## config.mk

```make
export PLATFORM = sky130hd
export DESIGN_NAME = amplg_alert_regs
export DESIGN_NICKNAME = d
export VERILOG_FILES = /design/src/hdl/amplg_alert_out.v /design/src/hdl/amplg_alert_regs.v
export VERILOG_INCLUDE_DIRS = /design/src /design/src/shared
export SDC_FILE = /design/constraint.sdc
export NUM_CORES = 1
export LEC_CHECK = 0
export BUFFER_PORTS_ARGS = -buffer_cell sky130_fd_sc_hd__buf_2
export CAP_MARGIN = 20
export CORE_ASPECT_RATIO = 0.6
export CORE_UTILIZATION = 51
export CTS_BUF_LIST = sky130_fd_sc_hd__clkbuf_8
export DETAILED_ROUTE_END_ITERATION = 8
export PLACE_DENSITY_LB_ADDON = 0.15
export SLEW_MARGIN = 40
export SYNTH_ARGS = -nofsm -noshare
export SYNTH_HDL_FRONTEND = slang
export SYNTH_SLANG_ARGS = --single-unit
```

## constraint.sdc

```tcl
create_clock -name sys_clk -period 2.5 [get_ports sys_clk]
set_clock_uncertainty 0.2 [all_clocks]
set_input_delay 0.25 -clock sys_clk [delete_from_list [all_inputs] [get_ports sys_clk]]
set_output_delay 0.25 -clock sys_clk [all_outputs]
set_load 0.1 [all_outputs]
```

## src/shared/amplg_defines.vh

```
// constants for the alert mask/enable and power-good upper-limit register block
// assumes a register port driven by the serial-bus front end, one access per strobe
//
// Overview of operation
// - reading mask/enable clears all read-clear flags
// - writing mask/enable changes control fields only
// - bits 14-12 pick channels for shunt sum
// - sum selection leaves channel enables untouched
// - bit 11 makes warning output latch
// - bit 10 makes critical output latch
// - bits 9-7 critical flags, assert critical output
// - read clears the three critical flags
// - bit 6 set when sum exceeds limit
// - sum flag also asserts critical output
// - read clears the sum flag
// - bits 5-3 warning flags, assert warning output
// - read clears the warning flags
// - bit 2 follows power-good, read never clears
// - bit 1 timing flag, resets high, sticky
// - bit 0 set when measurement cycle completes
// - conversion-ready clears on read or config write; config writes in power-down modes 0 and 4 leave it set
// - power-good high when all buses exceed limit
// - power-good only while bus measurement enabled
// - upper limit 8 mV steps, reset 10.000 V
// - limit sign bit 15, magnitude 14-3
`ifndef AMPLG_DEFINES_VH
`define AMPLG_DEFINES_VH

// register offsets
`define AMPLG_ADDR_MASK_ENABLE 8'h0F
`define AMPLG_ADDR_PG_UPPER 8'h10

// reset values
`define AMPLG_RST_MASK_ENABLE 16'h0002
`define AMPLG_RST_PG_UPPER 16'h2710

// mask/enable field positions
`define AMPLG_BIT_RSVD 15
`define AMPLG_SUM_SEL_HI 14
`define AMPLG_SUM_SEL_LO 12
`define AMPLG_BIT_WARN_LATCH 11
`define AMPLG_BIT_CRIT_LATCH 10
`define AMPLG_CRIT_FLAG_HI 9
`define AMPLG_CRIT_FLAG_LO 7
`define AMPLG_BIT_SUM_FLAG 6
`define AMPLG_WARN_FLAG_HI 5
`define AMPLG_WARN_FLAG_LO 3
`define AMPLG_BIT_PG_FLAG 2
`define AMPLG_BIT_TC_FLAG 1
`define AMPLG_BIT_CONV_READY 0

// upper-limit field layout: sign and magnitude, low bits reserved
`define AMPLG_LIMIT_MASK 16'hFFF8

// operating mode codes that do not clear conversion-ready
`define AMPLG_MODE_PWRDN_A 3'h0
`define AMPLG_MODE_PWRDN_B 3'h4

`define AMPLG_NUM_CH 3

`endif

```

## src/hdl/amplg_alert_out.v

```verilog
// alert output stage: transparent or latching follower of an alert condition
// assumes cond is refreshed by the owner on each evaluation and clr is a read pulse
`timescale 1ns/1ps

module amplg_alert_out
(
   input wire sys_clk,
   input wire resetn,
   input wire clk_en,
   input wire cond,
   input wire latch_en,
   input wire clr,
   output wire alert
);

reg alert_r;
reg alert_nxt;

// latch mode holds until read; a live condition always wins over the clear
always @*
begin
   if (latch_en)
      alert_nxt = cond | (alert_r & ~clr);
   else
      alert_nxt = cond;
end

always @(posedge sys_clk or negedge resetn)
begin
   if (!resetn)
      alert_r <= 1'b0;
   else if (clk_en)
      alert_r <= alert_nxt;
end

assign alert = alert_r;

endmodule

```

## src/hdl/amplg_alert_regs.v

```verilog
// mask/enable register and power-good upper-limit register with flag and alert logic
// assumes measurement results and their completion strobes come from the datapath,
// and that register strobes are single-cycle pulses from the serial-bus front end
// a flag set by the datapath wins over a read clear landing in the same cycle
`timescale 1ns/1ps
`include "amplg_defines.vh"

module amplg_alert_regs
(
   input wire sys_clk,
   input wire resetn,
   input wire clk_en,
   // register port
   input wire [7:0] reg_addr,
   input wire reg_wr,
   input wire reg_rd,
   input wire [15:0] reg_wdata,
   output wire [15:0] reg_rdata,
   // per-channel results from the measurement datapath
   input wire [2:0] crit_eval,
   input wire [2:0] crit_exceed,
   input wire [2:0] warn_eval,
   input wire [2:0] warn_exceed,
   input wire sum_eval,
   input wire sum_exceed,
   input wire bus_eval,
   input wire [47:0] bus_volt,
   input wire bus_below_lower,
   input wire cycle_done,
   input wire tc_event,
   input wire sw_reset,
   // configuration register activity
   input wire cfg_write,
   input wire [2:0] operating_mode_field,
   input wire bus_meas_en,
   // outputs
   output wire [2:0] sum_channel_select,
   output wire critical_alert,
   output wire warning_alert,
   output wire power_good_output,
   output wire timing_control_output
);

////////////////////////////////////////////////////////////////////////
// decode

wire hit_mask;
wire hit_limit;
wire rd_mask;
wire wr_mask;
wire wr_limit;

// only a read of mask/enable clears flags; other reads have no side effect
assign hit_mask = (reg_addr == `AMPLG_ADDR_MASK_ENABLE);
assign hit_limit = (reg_addr == `AMPLG_ADDR_PG_UPPER);
assign rd_mask = reg_rd & hit_mask;
assign wr_mask = reg_wr & hit_mask;
assign wr_limit = reg_wr & hit_limit;

////////////////////////////////////////////////////////////////////////
// control fields of mask/enable

reg rsvd_r;
reg [2:0] sum_sel_r;
reg warn_latch_r;
reg crit_latch_r;

// reset image of the mask/enable word
localparam [15:0] MASK_RST = `AMPLG_RST_MASK_ENABLE;

// bit 15 is kept as written so a read returns what the host stored
// write touches controls only
always @(posedge sys_clk or negedge resetn)
begin
   if (!resetn)
   begin
      rsvd_r <= MASK_RST[`AMPLG_BIT_RSVD];
      sum_sel_r <= MASK_RST[`AMPLG_SUM_SEL_HI:`AMPLG_SUM_SEL_LO];
      warn_latch_r <= MASK_RST[`AMPLG_BIT_WARN_LATCH];
      crit_latch_r <= MASK_RST[`AMPLG_BIT_CRIT_LATCH];
   end
   else if (clk_en && wr_mask)
   begin
      rsvd_r <= reg_wdata[`AMPLG_BIT_RSVD];
      sum_sel_r <= reg_wdata[`AMPLG_SUM_SEL_HI:`AMPLG_SUM_SEL_LO];
      warn_latch_r <= reg_wdata[`AMPLG_BIT_WARN_LATCH];
      crit_latch_r <= reg_wdata[`AMPLG_BIT_CRIT_LATCH];
   end
end

// selection drives only the sum path
assign sum_channel_select = sum_sel_r;

////////////////////////////////////////////////////////////////////////
// power-good upper limit

reg [15:0] pg_limit_r;

// reserved low bits are kept as written; the compare ignores them
// reset to the 10 V code
always @(posedge sys_clk or negedge resetn)
begin
   if (!resetn)
      pg_limit_r <= `AMPLG_RST_PG_UPPER;
   else if (clk_en && wr_limit)
      pg_limit_r <= reg_wdata;
end

////////////////////////////////////////////////////////////////////////
// per-channel flags and conditions

reg [2:0] crit_flag_r;
reg [2:0] warn_flag_r;
reg [2:0] crit_cond_r;
reg [2:0] warn_cond_r;
wire [2:0] bus_above;
wire [2:0] crit_cond_nxt;
wire [2:0] warn_cond_nxt;

// one slice per channel: flags, held conditions and the power-good compare
genvar ch;
generate
   for (ch = 0; ch < `AMPLG_NUM_CH; ch = ch + 1)
   begin : g_ch
      wire crit_set;
      wire warn_set;
      wire [15:0] volt;

      assign crit_set = crit_eval[ch] & crit_exceed[ch];
      assign warn_set = warn_eval[ch] & warn_exceed[ch];
      assign volt = bus_volt[ch*16 +: 16];
      assign bus_above[ch] = $signed(volt & `AMPLG_LIMIT_MASK) > $signed(pg_limit_r & `AMPLG_LIMIT_MASK);

      // next held condition: a fresh result replaces the old one
      assign crit_cond_nxt[ch] = crit_eval[ch] ? crit_exceed[ch] : crit_cond_r[ch];
      assign warn_cond_nxt[ch] = warn_eval[ch] ? warn_exceed[ch] : warn_cond_r[ch];

      // flags are sticky until the host reads mask/enable

      always @(posedge sys_clk or negedge resetn)
      begin
         if (!resetn)
            crit_flag_r[ch] <= 1'b0;
         else if (clk_en)
            crit_flag_r[ch] <= crit_set | (crit_flag_r[ch] & ~rd_mask);
      end

      always @(posedge sys_clk or negedge resetn)
      begin
         if (!resetn)
            warn_flag_r[ch] <= 1'b0;
         else if (clk_en)
            warn_flag_r[ch] <= warn_set | (warn_flag_r[ch] & ~rd_mask);
      end

      always @(posedge sys_clk or negedge resetn)
      begin
         if (!resetn)
         begin
            crit_cond_r[ch] <= 1'b0;
            warn_cond_r[ch] <= 1'b0;
         end
         else if (clk_en)
         begin
            crit_cond_r[ch] <= crit_cond_nxt[ch];
            warn_cond_r[ch] <= warn_cond_nxt[ch];
         end
      end
   end
endgenerate

////////////////////////////////////////////////////////////////////////
// summation flag

reg sum_flag_r;
reg sum_cond_r;
wire sum_cond_nxt;

// held sum condition, replaced by each fresh sum result
assign sum_cond_nxt = sum_eval ? sum_exceed : sum_cond_r;

always @(posedge sys_clk or negedge resetn)
begin
   if (!resetn)
   begin
      sum_flag_r <= 1'b0;
      sum_cond_r <= 1'b0;
   end
   else if (clk_en)
   begin
      sum_flag_r <= (sum_eval & sum_exceed) | (sum_flag_r & ~rd_mask);
      sum_cond_r <= sum_cond_nxt;
   end
end

////////////////////////////////////////////////////////////////////////
// alert outputs

wire crit_any;
wire warn_any;

// the alert stages see each condition as it stands after this edge,
// so an alert moves in the same cycle as its flag, not one later
// sum condition feeds critical too
assign crit_any = (|crit_cond_nxt) | sum_cond_nxt;
assign warn_any = |warn_cond_nxt;

// latched stages clear on a mask/enable read once their condition is gone; transparent ones drop with the condition
// critical transparent or latched
amplg_alert_out u_crit
(
   .sys_clk(sys_clk),
   .resetn(resetn),
   .clk_en(clk_en),
   .cond(crit_any),
   .latch_en(crit_latch_r),
   .clr(rd_mask),
   .alert(critical_alert)
);

amplg_alert_out u_warn
(
   .sys_clk(sys_clk),
   .resetn(resetn),
   .clk_en(clk_en),
   .cond(warn_any),
   .latch_en(warn_latch_r),
   .clr(rd_mask),
   .alert(warning_alert)
);

////////////////////////////////////////////////////////////////////////
// power-good output and flag

reg pg_r;
reg pg_nxt;

// a reading below the lower limit or a mode without bus conversions
// drops power-good at once; raising it needs a fresh set of readings
// all channels above limit raise it
always @*
begin
   pg_nxt = pg_r;
   if (!bus_meas_en || bus_below_lower)
      pg_nxt = 1'b0;
   else if (bus_eval && (&bus_above))
      pg_nxt = 1'b1;
end

always @(posedge sys_clk or negedge resetn)
begin
   if (!resetn)
      pg_r <= 1'b0;
   else if (clk_en)
      pg_r <= pg_nxt;
end

assign power_good_output = pg_r;

////////////////////////////////////////////////////////////////////////
// timing-control output and flag

reg tc_r;

// an event and a software reset in one cycle leave the output high
// comes up high, cleared only by software reset
always @(posedge sys_clk or negedge resetn)
begin
   if (!resetn)
      tc_r <= MASK_RST[`AMPLG_BIT_TC_FLAG];
   else if (clk_en)
   begin
      if (tc_event)
         tc_r <= 1'b1;
      else if (sw_reset)
         tc_r <= 1'b0;
   end
end

assign timing_control_output = tc_r;

////////////////////////////////////////////////////////////////////////
// conversion-ready flag

reg conv_ready_r;
wire cfg_clear;

// power-down and disabled modes keep the flag, so parking the converter
// does not lose a finished single-shot result
assign cfg_clear = cfg_write & (operating_mode_field != `AMPLG_MODE_PWRDN_A) &
                   (operating_mode_field != `AMPLG_MODE_PWRDN_B);

// read or config write clears, set wins
always @(posedge sys_clk or negedge resetn)
begin
   if (!resetn)
      conv_ready_r <= 1'b0;
   else if (clk_en)
      conv_ready_r <= cycle_done | (conv_ready_r & ~(rd_mask | cfg_clear));
end

////////////////////////////////////////////////////////////////////////
// read data

reg [15:0] rdata_r;
reg [15:0] rdata_nxt;
wire [15:0] mask_view;

// mask/enable word as the host sees it, msb first
assign mask_view = {rsvd_r, sum_sel_r, warn_latch_r, crit_latch_r, crit_flag_r, sum_flag_r,
                    warn_flag_r, pg_r, tc_r, conv_ready_r};

// read data are taken in the strobe cycle, so a clear-on-read
// never shows in the word the host is fetching
// read returns flags before clearing
always @*
begin
   if (hit_mask)
      rdata_nxt = mask_view;
   else if (hit_limit)
      rdata_nxt = pg_limit_r;
   else
      rdata_nxt = 16'h0000;
end

// capture on any read strobe; unmapped addresses read as zero
always @(posedge sys_clk or negedge resetn)
begin
   if (!resetn)
      rdata_r <= 16'h0000;
   else if (clk_en && reg_rd)
      rdata_r <= rdata_nxt;
end

assign reg_rdata = rdata_r;

endmodule

```

# Word level (Yosys, flattened, before mapping)

Index checks and enable logic that the tools add are counted.

Order comparisons: 3
Eq/ne operators: 3
Muxes and demuxes: 15
Bitwise operators: 36
Reductions and logical operators: 14

Operators with widths:

| cell               | number |
|---|---|
| $gt 16x16->1       | 3 |
| $mux 16            | 2 |
| $and 1x1->1        | 22 |
| $mux 1             | 13 |
| $or 1x1->1         | 12 |
| $eq 8x4->1 const B | 1 |
| $eq 8x5->1 const B | 1 |
| $reduce_or 3->1    | 2 |
| $logic_and 1x1->1  | 4 |
| $reduce_and 2->1   | 2 |
| $reduce_bool 2->1  | 2 |
| $ne 3x3->1 const B | 1 |
| $reduce_and 3->1   | 1 |
| $reduce_bool 3->1  | 1 |
| $not 1->1          | 2 |
| $logic_not 1->1    | 1 |
| $logic_or 1x1->1   | 1 |

Register bits after elaboration: 57
Input port bits: 101
Logic and storage cells: 96

# Longest topological paths before layout

Gate-level depths: netlist (run 1).

Depth after elaboration: 7
Depth in mapped cells: 7
Depth with buffers taken out: 7

# By module

A second synthesis (run 1) with hierarchy kept.

Cell total of the unflattened synthesis: 311
Area total of the unflattened synthesis: 3398.3 µm²

By module, submodules not included:

| module           | instances | cells an instance | area an instance (µm²) | seq. area each (µm²) |
|---|---|---|---|---|
| amplg_alert_regs | 1         | 303               | 3305.7                 | 1383.8 |
| amplg_alert_out  | 2         | 4                 | 46.3                   | 25.0 |

# Least setup slack after synthesis (run 1)

No wires, ideal clock.

Path type: register to register
Start point: register pg_limit_r[4]
End point: register pg_r, in the netlist power_good_output
Arrival time: 1748 ps
Required time: 2177 ps
Slack: 429 ps
Stages on the path, launching flop included: 8
Buffers on the path: 0
Clock period less this slack: 2071 ps
Cell sequence: dfstp_2 inv_1 ha_1 nor2b_1 o21bai_1 a311oi_1 o32a_1 a32o_1

Longest elaborated chain between the ends: 5
Elaborated cells between the ends (all ways): 7
Classes of those cells: order compare (3); reduce/logical (4)

RTL lines:

| what                                 | line                   | source |
|---|---|---|
| start: declaration                   | amplg_alert_regs.v:97  | `reg [15:0] pg_limit_r;` |
| start signal: assignment             | amplg_alert_regs.v:104 | `` pg_limit_r <= `AMPLG_RST_PG_UPPER; `` |
| start signal: assignment             | amplg_alert_regs.v:106 | `pg_limit_r <= reg_wdata;` |
| $gt 16x16->1                         | amplg_alert_regs.v:132 | `` assign bus_above[ch] = $signed(volt & `AMPLG_LIMIT_MASK) > $signed(pg_limit_r & `AMPLG_LIMIT_MASK); `` |
| $reduce_and 3->1 *                   | amplg_alert_regs.v:246 | `else if (bus_eval && (&bus_above))` |
| $logic_and 1x1->1 *                  | amplg_alert_regs.v:246 |  |
| $reduce_bool 2->1 (no source line) * | n/a                    |  |
| $reduce_and 2->1 (no source line) *  | n/a                    |  |
| end signal: assignment               | amplg_alert_regs.v:255 | `pg_r <= pg_nxt;` |
| end: declaration                     | amplg_alert_regs.v:235 | `reg pg_r;` |

Every way passes the cells marked *; elsewhere a longest branch is shown, timed or not.
A chain may end at the register's enable or synchronous reset.

# Worst setup path in the final report (run 1)

Same ends and word-level chain as after synthesis.

==> metrics.txt, run 1 <==
Post-Synth Simple-Gate Area a little over a tenth; # rows 22; Clock Sink Count 57; postcts setup bufs 0; post-CTS sizing 0; required time of the critical path 2.51 ns; CTS clk-pin slew, worst paths 0.06 ns; largest net degree at the start of global routing 33; Leak Pwr about 0.0022 uW; Die X-Extent 107 um; Final Hold Vio Count 0; Tmin final 2.26 ns; max-slew violation count 0; fillers around 500; DIE AREA 0.00700 mm2; WS Path Type reg2reg; outcome completed; # DRC 0; setup_tns 0 ns; Startpoint Class flip-flop; Layout area overhead 32.6%; drt total wl 8470 um; Rel. slew slack 64.7%; first drt pass iteration count 4; Avg Cell Area, Syn around 11 um2; GP Congestion between 0.9 and 1; number of global-route vias before repair 2,926; Via Count 2,940; H-tree levels 3; CTS buffer count 9; total power 2230 uW; Root Driver clkbuf_8; CP max-delay cell dfstp_2; Min Hold Slack between 0.02 and 0.025 ns; Initial Utilization ~54%; drt wl/cell 15.7 um; Synth Register Bits 57; fraction of layout cells with a size suffix above 1 37.9%; largest family of logic cells by synthesized area compound AO/OA/AOI/OAI gates; post-synthesis mux area share 12.8%; maximum fanout along the worst path 3; Slew @ Worst Pin about 0.53 ns; DP Cell Count 495; hpwl dp ~6500 um; Detailed Route Iter0 Violations around 120; Crit. End Element flip-flop; GRT Residual Overflow 0; Worst IR Drop VDD about 370 uV; share of the synthesized area in the top cell type approximately 38%; footprint of the multi-input gates approximately 0.0018 mm2; fin nets 589; unique cell type count in the Yosys netlist between 40 and 50; Max clock buf depth 2; unrepaired setup endpoints after global routing false; cts hold-fix bufs 27; worst-skew pair later-pin latency 0.33 ns; fmax 443 MHz; crit-path max cell delay roughly 0.54 ns; chip height roughly 65 um; Non-Filler Instances 538; top cells by area, synth dfrtp_1 38%, ha_1 14%, mux2_2 6.3%; post-synthesis compound-gate area fraction roughly 15%; PwrDens 495 mW/mm2; Synth Area in XOR/XNOR 0%; Syn Std Cell Area 0.00339 mm2; Post-synth top flop dfrtp_1; CP top delay family compound AO/OA/AOI/OAI gates; yosys warns 0; I/O Buffers 113; first-pass GRT wire length 13,900 um; Hold Crit Class in2reg; arrival time worst endpoint 2.27 ns; number of synthesized flops with an enable pin 0; Mapped Cells 305; cell with the most instances after synthesis dfrtp_1; vias per std cell 5.46; Max Cap Viol 0; syn_nets 445; Seq/Total Area, Yosys 42.2%; leading cell types by count after synthesis 51 x dfrtp_1, 39 x ha_1, 29 x nand2_1, 20 x inv_1, 19 x mux2_2; Top-Level Pins 124; # setup viols final 0; ys async rst share between 90% and 100%; CP bufs+invs 1; CTS tree built; core area between 0.006 and 0.007 mm2; Critical Path, Cell by Cell inv_1 -> ha_1 -> nor2b_1 -> o21bai_1 -> a311oi_1 -> o32a_1 -> a32o_1; synthesized-area fraction occupied by adder cells ~14%; sequential cell area 0.00143 mm2; final period utilization 90.4%; n_diodes 0; initial antenna violation count 0; Detail Route Antenna Nets 0; largest area contributor in the netlist dfrtp_1; GRT Total Usage around a quarter
-- stage by stage --
stage	util (%)	worst slack [ns]	instance area [um2]
CTS	71.7	0.245	4500
global placement	64.2	0.254	4030
finish	71.7	0.241	4500
global route	71.7	0.118	4500
detailed placement	64.2	0.258	4030
floorplan	-	0.429	3390
-- layer usage --
layer	vias up	track usage [%]	share of wire (%)
met1	1392	36.5	48
met4	0	5.65	0.73
li1	1431	-	-
met5	-	0	0
met2	111	43.5	45
met3	6	6.35	6.7
-- worst register-to-register path: stages (launching register included) --
cell and delay (ns):
dfstp_2 0.54, inv_1 0.08, ha_1 0.29, nor2b_1 0.13, o21bai_1 0.17, a311oi_1 0.12
o32a_1 0.36, a32o_1 0.26
-- where the power goes --
| group | leakage, uW | switching (uW) | internal (uW) |
|---|---|---|---|
| Clock | 0.000112 | 346 | 504 |
| Sequential | 0.000712 | 23.3 | 963 |
| Combinational | 0.00140 | 214 | 177 |
| Total | 0.00223 | 583 | 1640 |
-- worst paths after layout --
path / startpoint / endpoint / slack [ns] / cells after the start
max reg2reg: pg_limit_r[4] / power_good_output / 0.24 / 7
max in group asynchronous: resetn / pg_limit_r[4] / 1.17 / 3
min reg2reg: reg_rdata[13] / reg_rdata[13] / 0.27 / 2
max: pg_limit_r[4] / power_good_output / 0.24 / 7
min: warn_eval[0] / mask_view[3] / 0.02 / 2
min in group asynchronous: resetn / pg_limit_r[0] / 0.23 / 2
-- state kept, by name, indices dropped and copies added, names as in the netlist --
name and flops:
mask_view 3, timing_control_output 1, warn_cond_r 3, crit_latch_r 1, sum_channel_select 3, crit_flag_r 3, warn_latch_r 1, power_good_output 1
reg_rdata 16, conv_ready_r 1, u_warn.alert 1, sum_cond_r 1, u_crit.alert 1, crit_cond_r 3, rsvd_r 1, pg_limit_r 16
sum_flag_r 1
-- final cells by class --
| cell class | count | share of cell area, % |
|---|---|---|
| Sequential cell | 57 | 31.9 |
| Multi-Input combinational cell | 215 | 40.1 |
| Clock inverter | 5 | 1.06 |
| Inverter | 20 | 1.67 |
| Clock buffer | 11 | 3.36 |
| Tap cell | 84 | 2.34 |
| Timing Repair Buffer | 146 | 19.6 |
-- cell usage in the layout (no fill, tap or decap), types with 4 or more instances in the layout --
cell           count
a32o_1            11
nor4_1             4
nand2_1           29
buf_4              6
buf_2            113
nand4_1            8
ha_1              39
mux2_2            19
mux2_4            10
inv_1             22
clkbuf_8          11
a22oi_1           17
a21o_1             4
dfrtp_1           51
a21oi_1            9
nand3_1            7
o21ai_0           18
dfstp_2            6
nor2_1             4
dlygate4sd3_1     27
mux2i_1            7
-- cells by family (layout without fill, tap and decap cells) --
| family | count (synthesis) | count (layout) |
|---|---|---|
| multiplexers | 36 | 36 |
| adder cells (fa/ha/maj) | 39 | 39 |
| AND/OR/NAND/NOR | 67 | 67 |
| buffers and inverters | 33 | 182 |
| AO/OA/AOI/OAI | 73 | 73 |
| flip-flops | 57 | 57 |
Note: power is estimated with default switching activity, not from simulation.
==> inputs of run 2 (changes only) <==
Settings changed: ABC_AREA from default to 1, CORE_UTILIZATION 51 to 52.
==> run 2 against run 1 <==
Against the previous run:
- combinational power up 2%
- total power down 5.9%
- largest cell class unchanged
- critical endpoint unchanged
- die area up 5.5%
- non-clock buffer count down 14
- synthesized cell count up 42%
==> metrics.txt, run 2 <==
post-route setup slack 0.253 ns (+0.0125 ns); DP Area 0.00425 mm2 (+5.3%); Synth Register Bits 57 (unchanged); DP Cell Count 624 (+26%); drt total wl 8590 um (+1.4%); worst flop-to-flop path endpoint power_good_output; first drt pass iteration count 4 (unchanged); fmax 445 MHz (+0.56%); Seq/Total Area, Yosys 39.2% (-3.0 points); required time of the critical path 2.55 ns (+0.04 ns); Min Hold Slack 0.00780 ns (-0.0160 ns); PwrDens 457 mW/mm2 (-7.6%); syn_nets 574 (+29%); largest net degree at the start of global routing 58 (+76%); Top-Level Pins 124 (unchanged); CTS tree built; unrepaired setup endpoints after global routing false; maximum fanout along the worst path 4 (+1); footprint of the multi-input gates 0.00185 mm2 (+2.6%); chip height 66.9 um (+2.7%); sw power 613 uW (+5.1%); H-tree levels 3 (unchanged); yosys warns 0 (unchanged); I/O Buffers 113 (unchanged); fraction of layout cells with a size suffix above 1 30.9% (-7.0 points); outcome completed; Syn Std Cell Area 0.00365 mm2 (+7.7%); fin nets 705 (+20%); drt wl/cell 13.1 um (-17%); DIE AREA 0.00738 mm2 (+5.5%); HP Start crit_exceed[2]; GRT Residual Overflow 0 (unchanged); arrival time worst endpoint 2.30 ns (+0.03 ns); largest area contributor in the netlist dfrtp_1; Sw Share 29.3% (+3.0 points); Max Cap Viol 0 (unchanged); Tmin final 2.25 ns (-0.0125 ns); Slew @ Worst Pin 0.713 ns (+0.183 ns); Most Frequent Cell on Critical Path nand2_1; # DRC 0 (unchanged); Rel. slew slack 52.5% (-12 points); Post-Place Worst Slack 0.305 ns (+0.0478 ns); Reg power frac 46.6% (+2.3 points); max-slew violation count 0 (unchanged); commonest non-fill, non-tap cell in the layout nand2_1; vias per std cell 4.93 (-9.8%); Hold Crit Depth 3 (+1); sequential cell area 0.00143 mm2 (unchanged); R2R Path Start pg_limit_r[13]; ys async rst share 100% (unchanged); Avg Cell Area, Syn 8.42 um2 (-24%); setup_tns 0 ns (unchanged); share of the synthesized area in the top cell type 34.9% (-2.7 points); WS Path Type reg2reg; Die X-Extent 110 um (+2.7%); leading cell types by count after synthesis 125 x nand2_1, 70 x inv_1, 51 x dfrtp_1, 39 x ha_1, 27 x nor2_1; Internal Power 1480 uW (-9.8%); final instance area 0.00458 mm2 (+1.8%); Mapped Cells 434 (+42%); Hold Crit Class in2reg; CP bufs+invs 1 (unchanged); Root Driver clkbuf_8; Max clock buf depth 2 (unchanged); hpwl dp 6590 um (+1.8%); CP startpoint pg_limit_r[13]; Clk pwr share 34.3% (-3.9 points); Critical Path, Cell by Cell inv_1 -> ha_1 -> nand2_1 -> nor2_1 -> and2_1 -> nand2_1 -> nand3_1 -> nand2_1 -> nor2_1 -> nand2_1 -> a21oi_1; core area 0.00673 mm2 (+7.3%); cell with the most instances after synthesis nand2_1; Startpoint Class flip-flop; number of synthesized flops with an enable pin 0 (unchanged); postcts setup bufs 0 (unchanged); FF-to-FF path depth 11 (+4); Layout area overhead 25.4%; n_diodes 0 (unchanged); first-pass GRT wire length 14,000 um (+0.74%); commonest non-fill, non-tap cells in the layout 125 x nand2_1, 113 x buf_2, 73 x inv_1; GRT Total Usage 25.3% (-1.4 points); worst-skew pair later-pin latency 0.32 ns (about the same); Initial Utilization 54.3% (+0.19 points); Non-Filler Instances 657 (+22%); GP Congestion 0.813 (-16%); Hold EP crit_flag_r[2]; CTS clk-pin slew, worst paths 0.06 ns (about the same); final period utilization 89.9% (-0.50 points); unique cell type count in the Yosys netlist 32 (-22%); Worst IR Drop VDD 305 uV (-18%); Clock Sink Count 57 (unchanged); crit-path max cell delay 0.53 ns (about the same); fillers 580 (+17%); Crit. End Element flip-flop; Final Hold Vio Count 0 (unchanged); CP max-delay cell dfstp_2; initial antenna violation count 0 (unchanged); top cells by area, synth dfrtp_1 35%, ha_1 13%, nand2_1 13%; Detailed Route Iter0 Violations 204 (+65%); Logic pwr share 19.1% (+1.6 points); CP top delay family simple AND/OR/NAND/NOR gates; Via Count 3,237 (+10%); CTS buffer count 9 (unchanged); # setup viols final 0 (unchanged); r2r setup slk 0.25 ns (about the same); Post-synth top flop dfrtp_1; Leak Pwr 0.00264 uW (+19%); Detail Route Antenna Nets 0 (unchanged); # rows 23 (+4.5%); number of global-route vias before repair 3,045 (+4.1%)
-- run 2: cell count changes in the layout (fill, tap and decap cells not counted), moves of 7 or more --
cell and change:
o21ai_2 +12, a22oi_1 -17, nand2_1 +96, nor2_1 +23
dlygate4sd3_1 -10, a32o_1 -11, o211ai_2 +8, mux2_2 -19
mux2_4 -10, inv_1 +51, mux2i_1 -7, a21oi_2 +10
-- run 2: power groups by stage --
stage / registers, uW / clock network [uW] / logic [uW]
3_3_place_gp: 992 / 0 / 366
5_1_grt: 980 / 778 / 450
3_5_place_dp: 993 / 0 / 380
2_1_floorplan: 1050 / 0 / 172
6_report: 977 / 718 / 400
4_1_cts: 976 / 734 / 402
-- run 2: cell families (layout without fill, tap and decap cells) --
logic type	Yosys count	in the layout	synth area share, %
adders and majority gates	39	39	13.4
buffers and inverters	83	219	10.0
AOI/OAI and AO/OA	80	80	16.9
DFF	57	57	39.2
and+or+nand+nor	175	175	20.4
-- run 2: cell type report --
type | count | area share [%]
well taps | 87 | 2.38
clock inverters | 6 | 0.628
inverters | 71 | 5.87
clock buffers | 10 | 3.00
flip-flops and latches | 57 | 31.3
multi-input cells | 294 | 40.5
repair buffers | 132 | 16.4
-- run 2: per-layer routing --
metal	global-route usage, %	wire length (um)	vias to the layer above
met5	0	0	-
met4	5.76	18	0
met3	5.68	469	2
met2	41.1	3780	91
met1	34.5	4330	1475
li1	-	-	1669
-- run 2: worst max path at each step --
stage	depth (start not counted)	endpoint	slack, ns
finish	11	power_good_output	0.25
global route	12	power_good_output	0.09
CTS	11	power_good_output	0.28
detailed placement	11	power_good_output	0.31
global placement	12	power_good_output	0.36
floorplan	12	power_good_output	0.64
-- run 2: worst min-delay path: stages --
cell     delay (ns)
buf_2          0.10
nand2_1        0.07
o22ai_1        0.07
-- run 2: timing repair --
item | 4_1_cts | 5_1_grt
gates resized for setup | 0 | 0
hold endpoints to repair | 70 | 0
hold buffers | 17 | 0
-- run 2: through the flow --
stage               power (uW)  utilization [%]
finish                    2100             68.1
global route              2210             68.1
CTS                       2110             68.1
detailed placement        1370             63.1
global placement          1360             63.1
floorplan                 1220                -
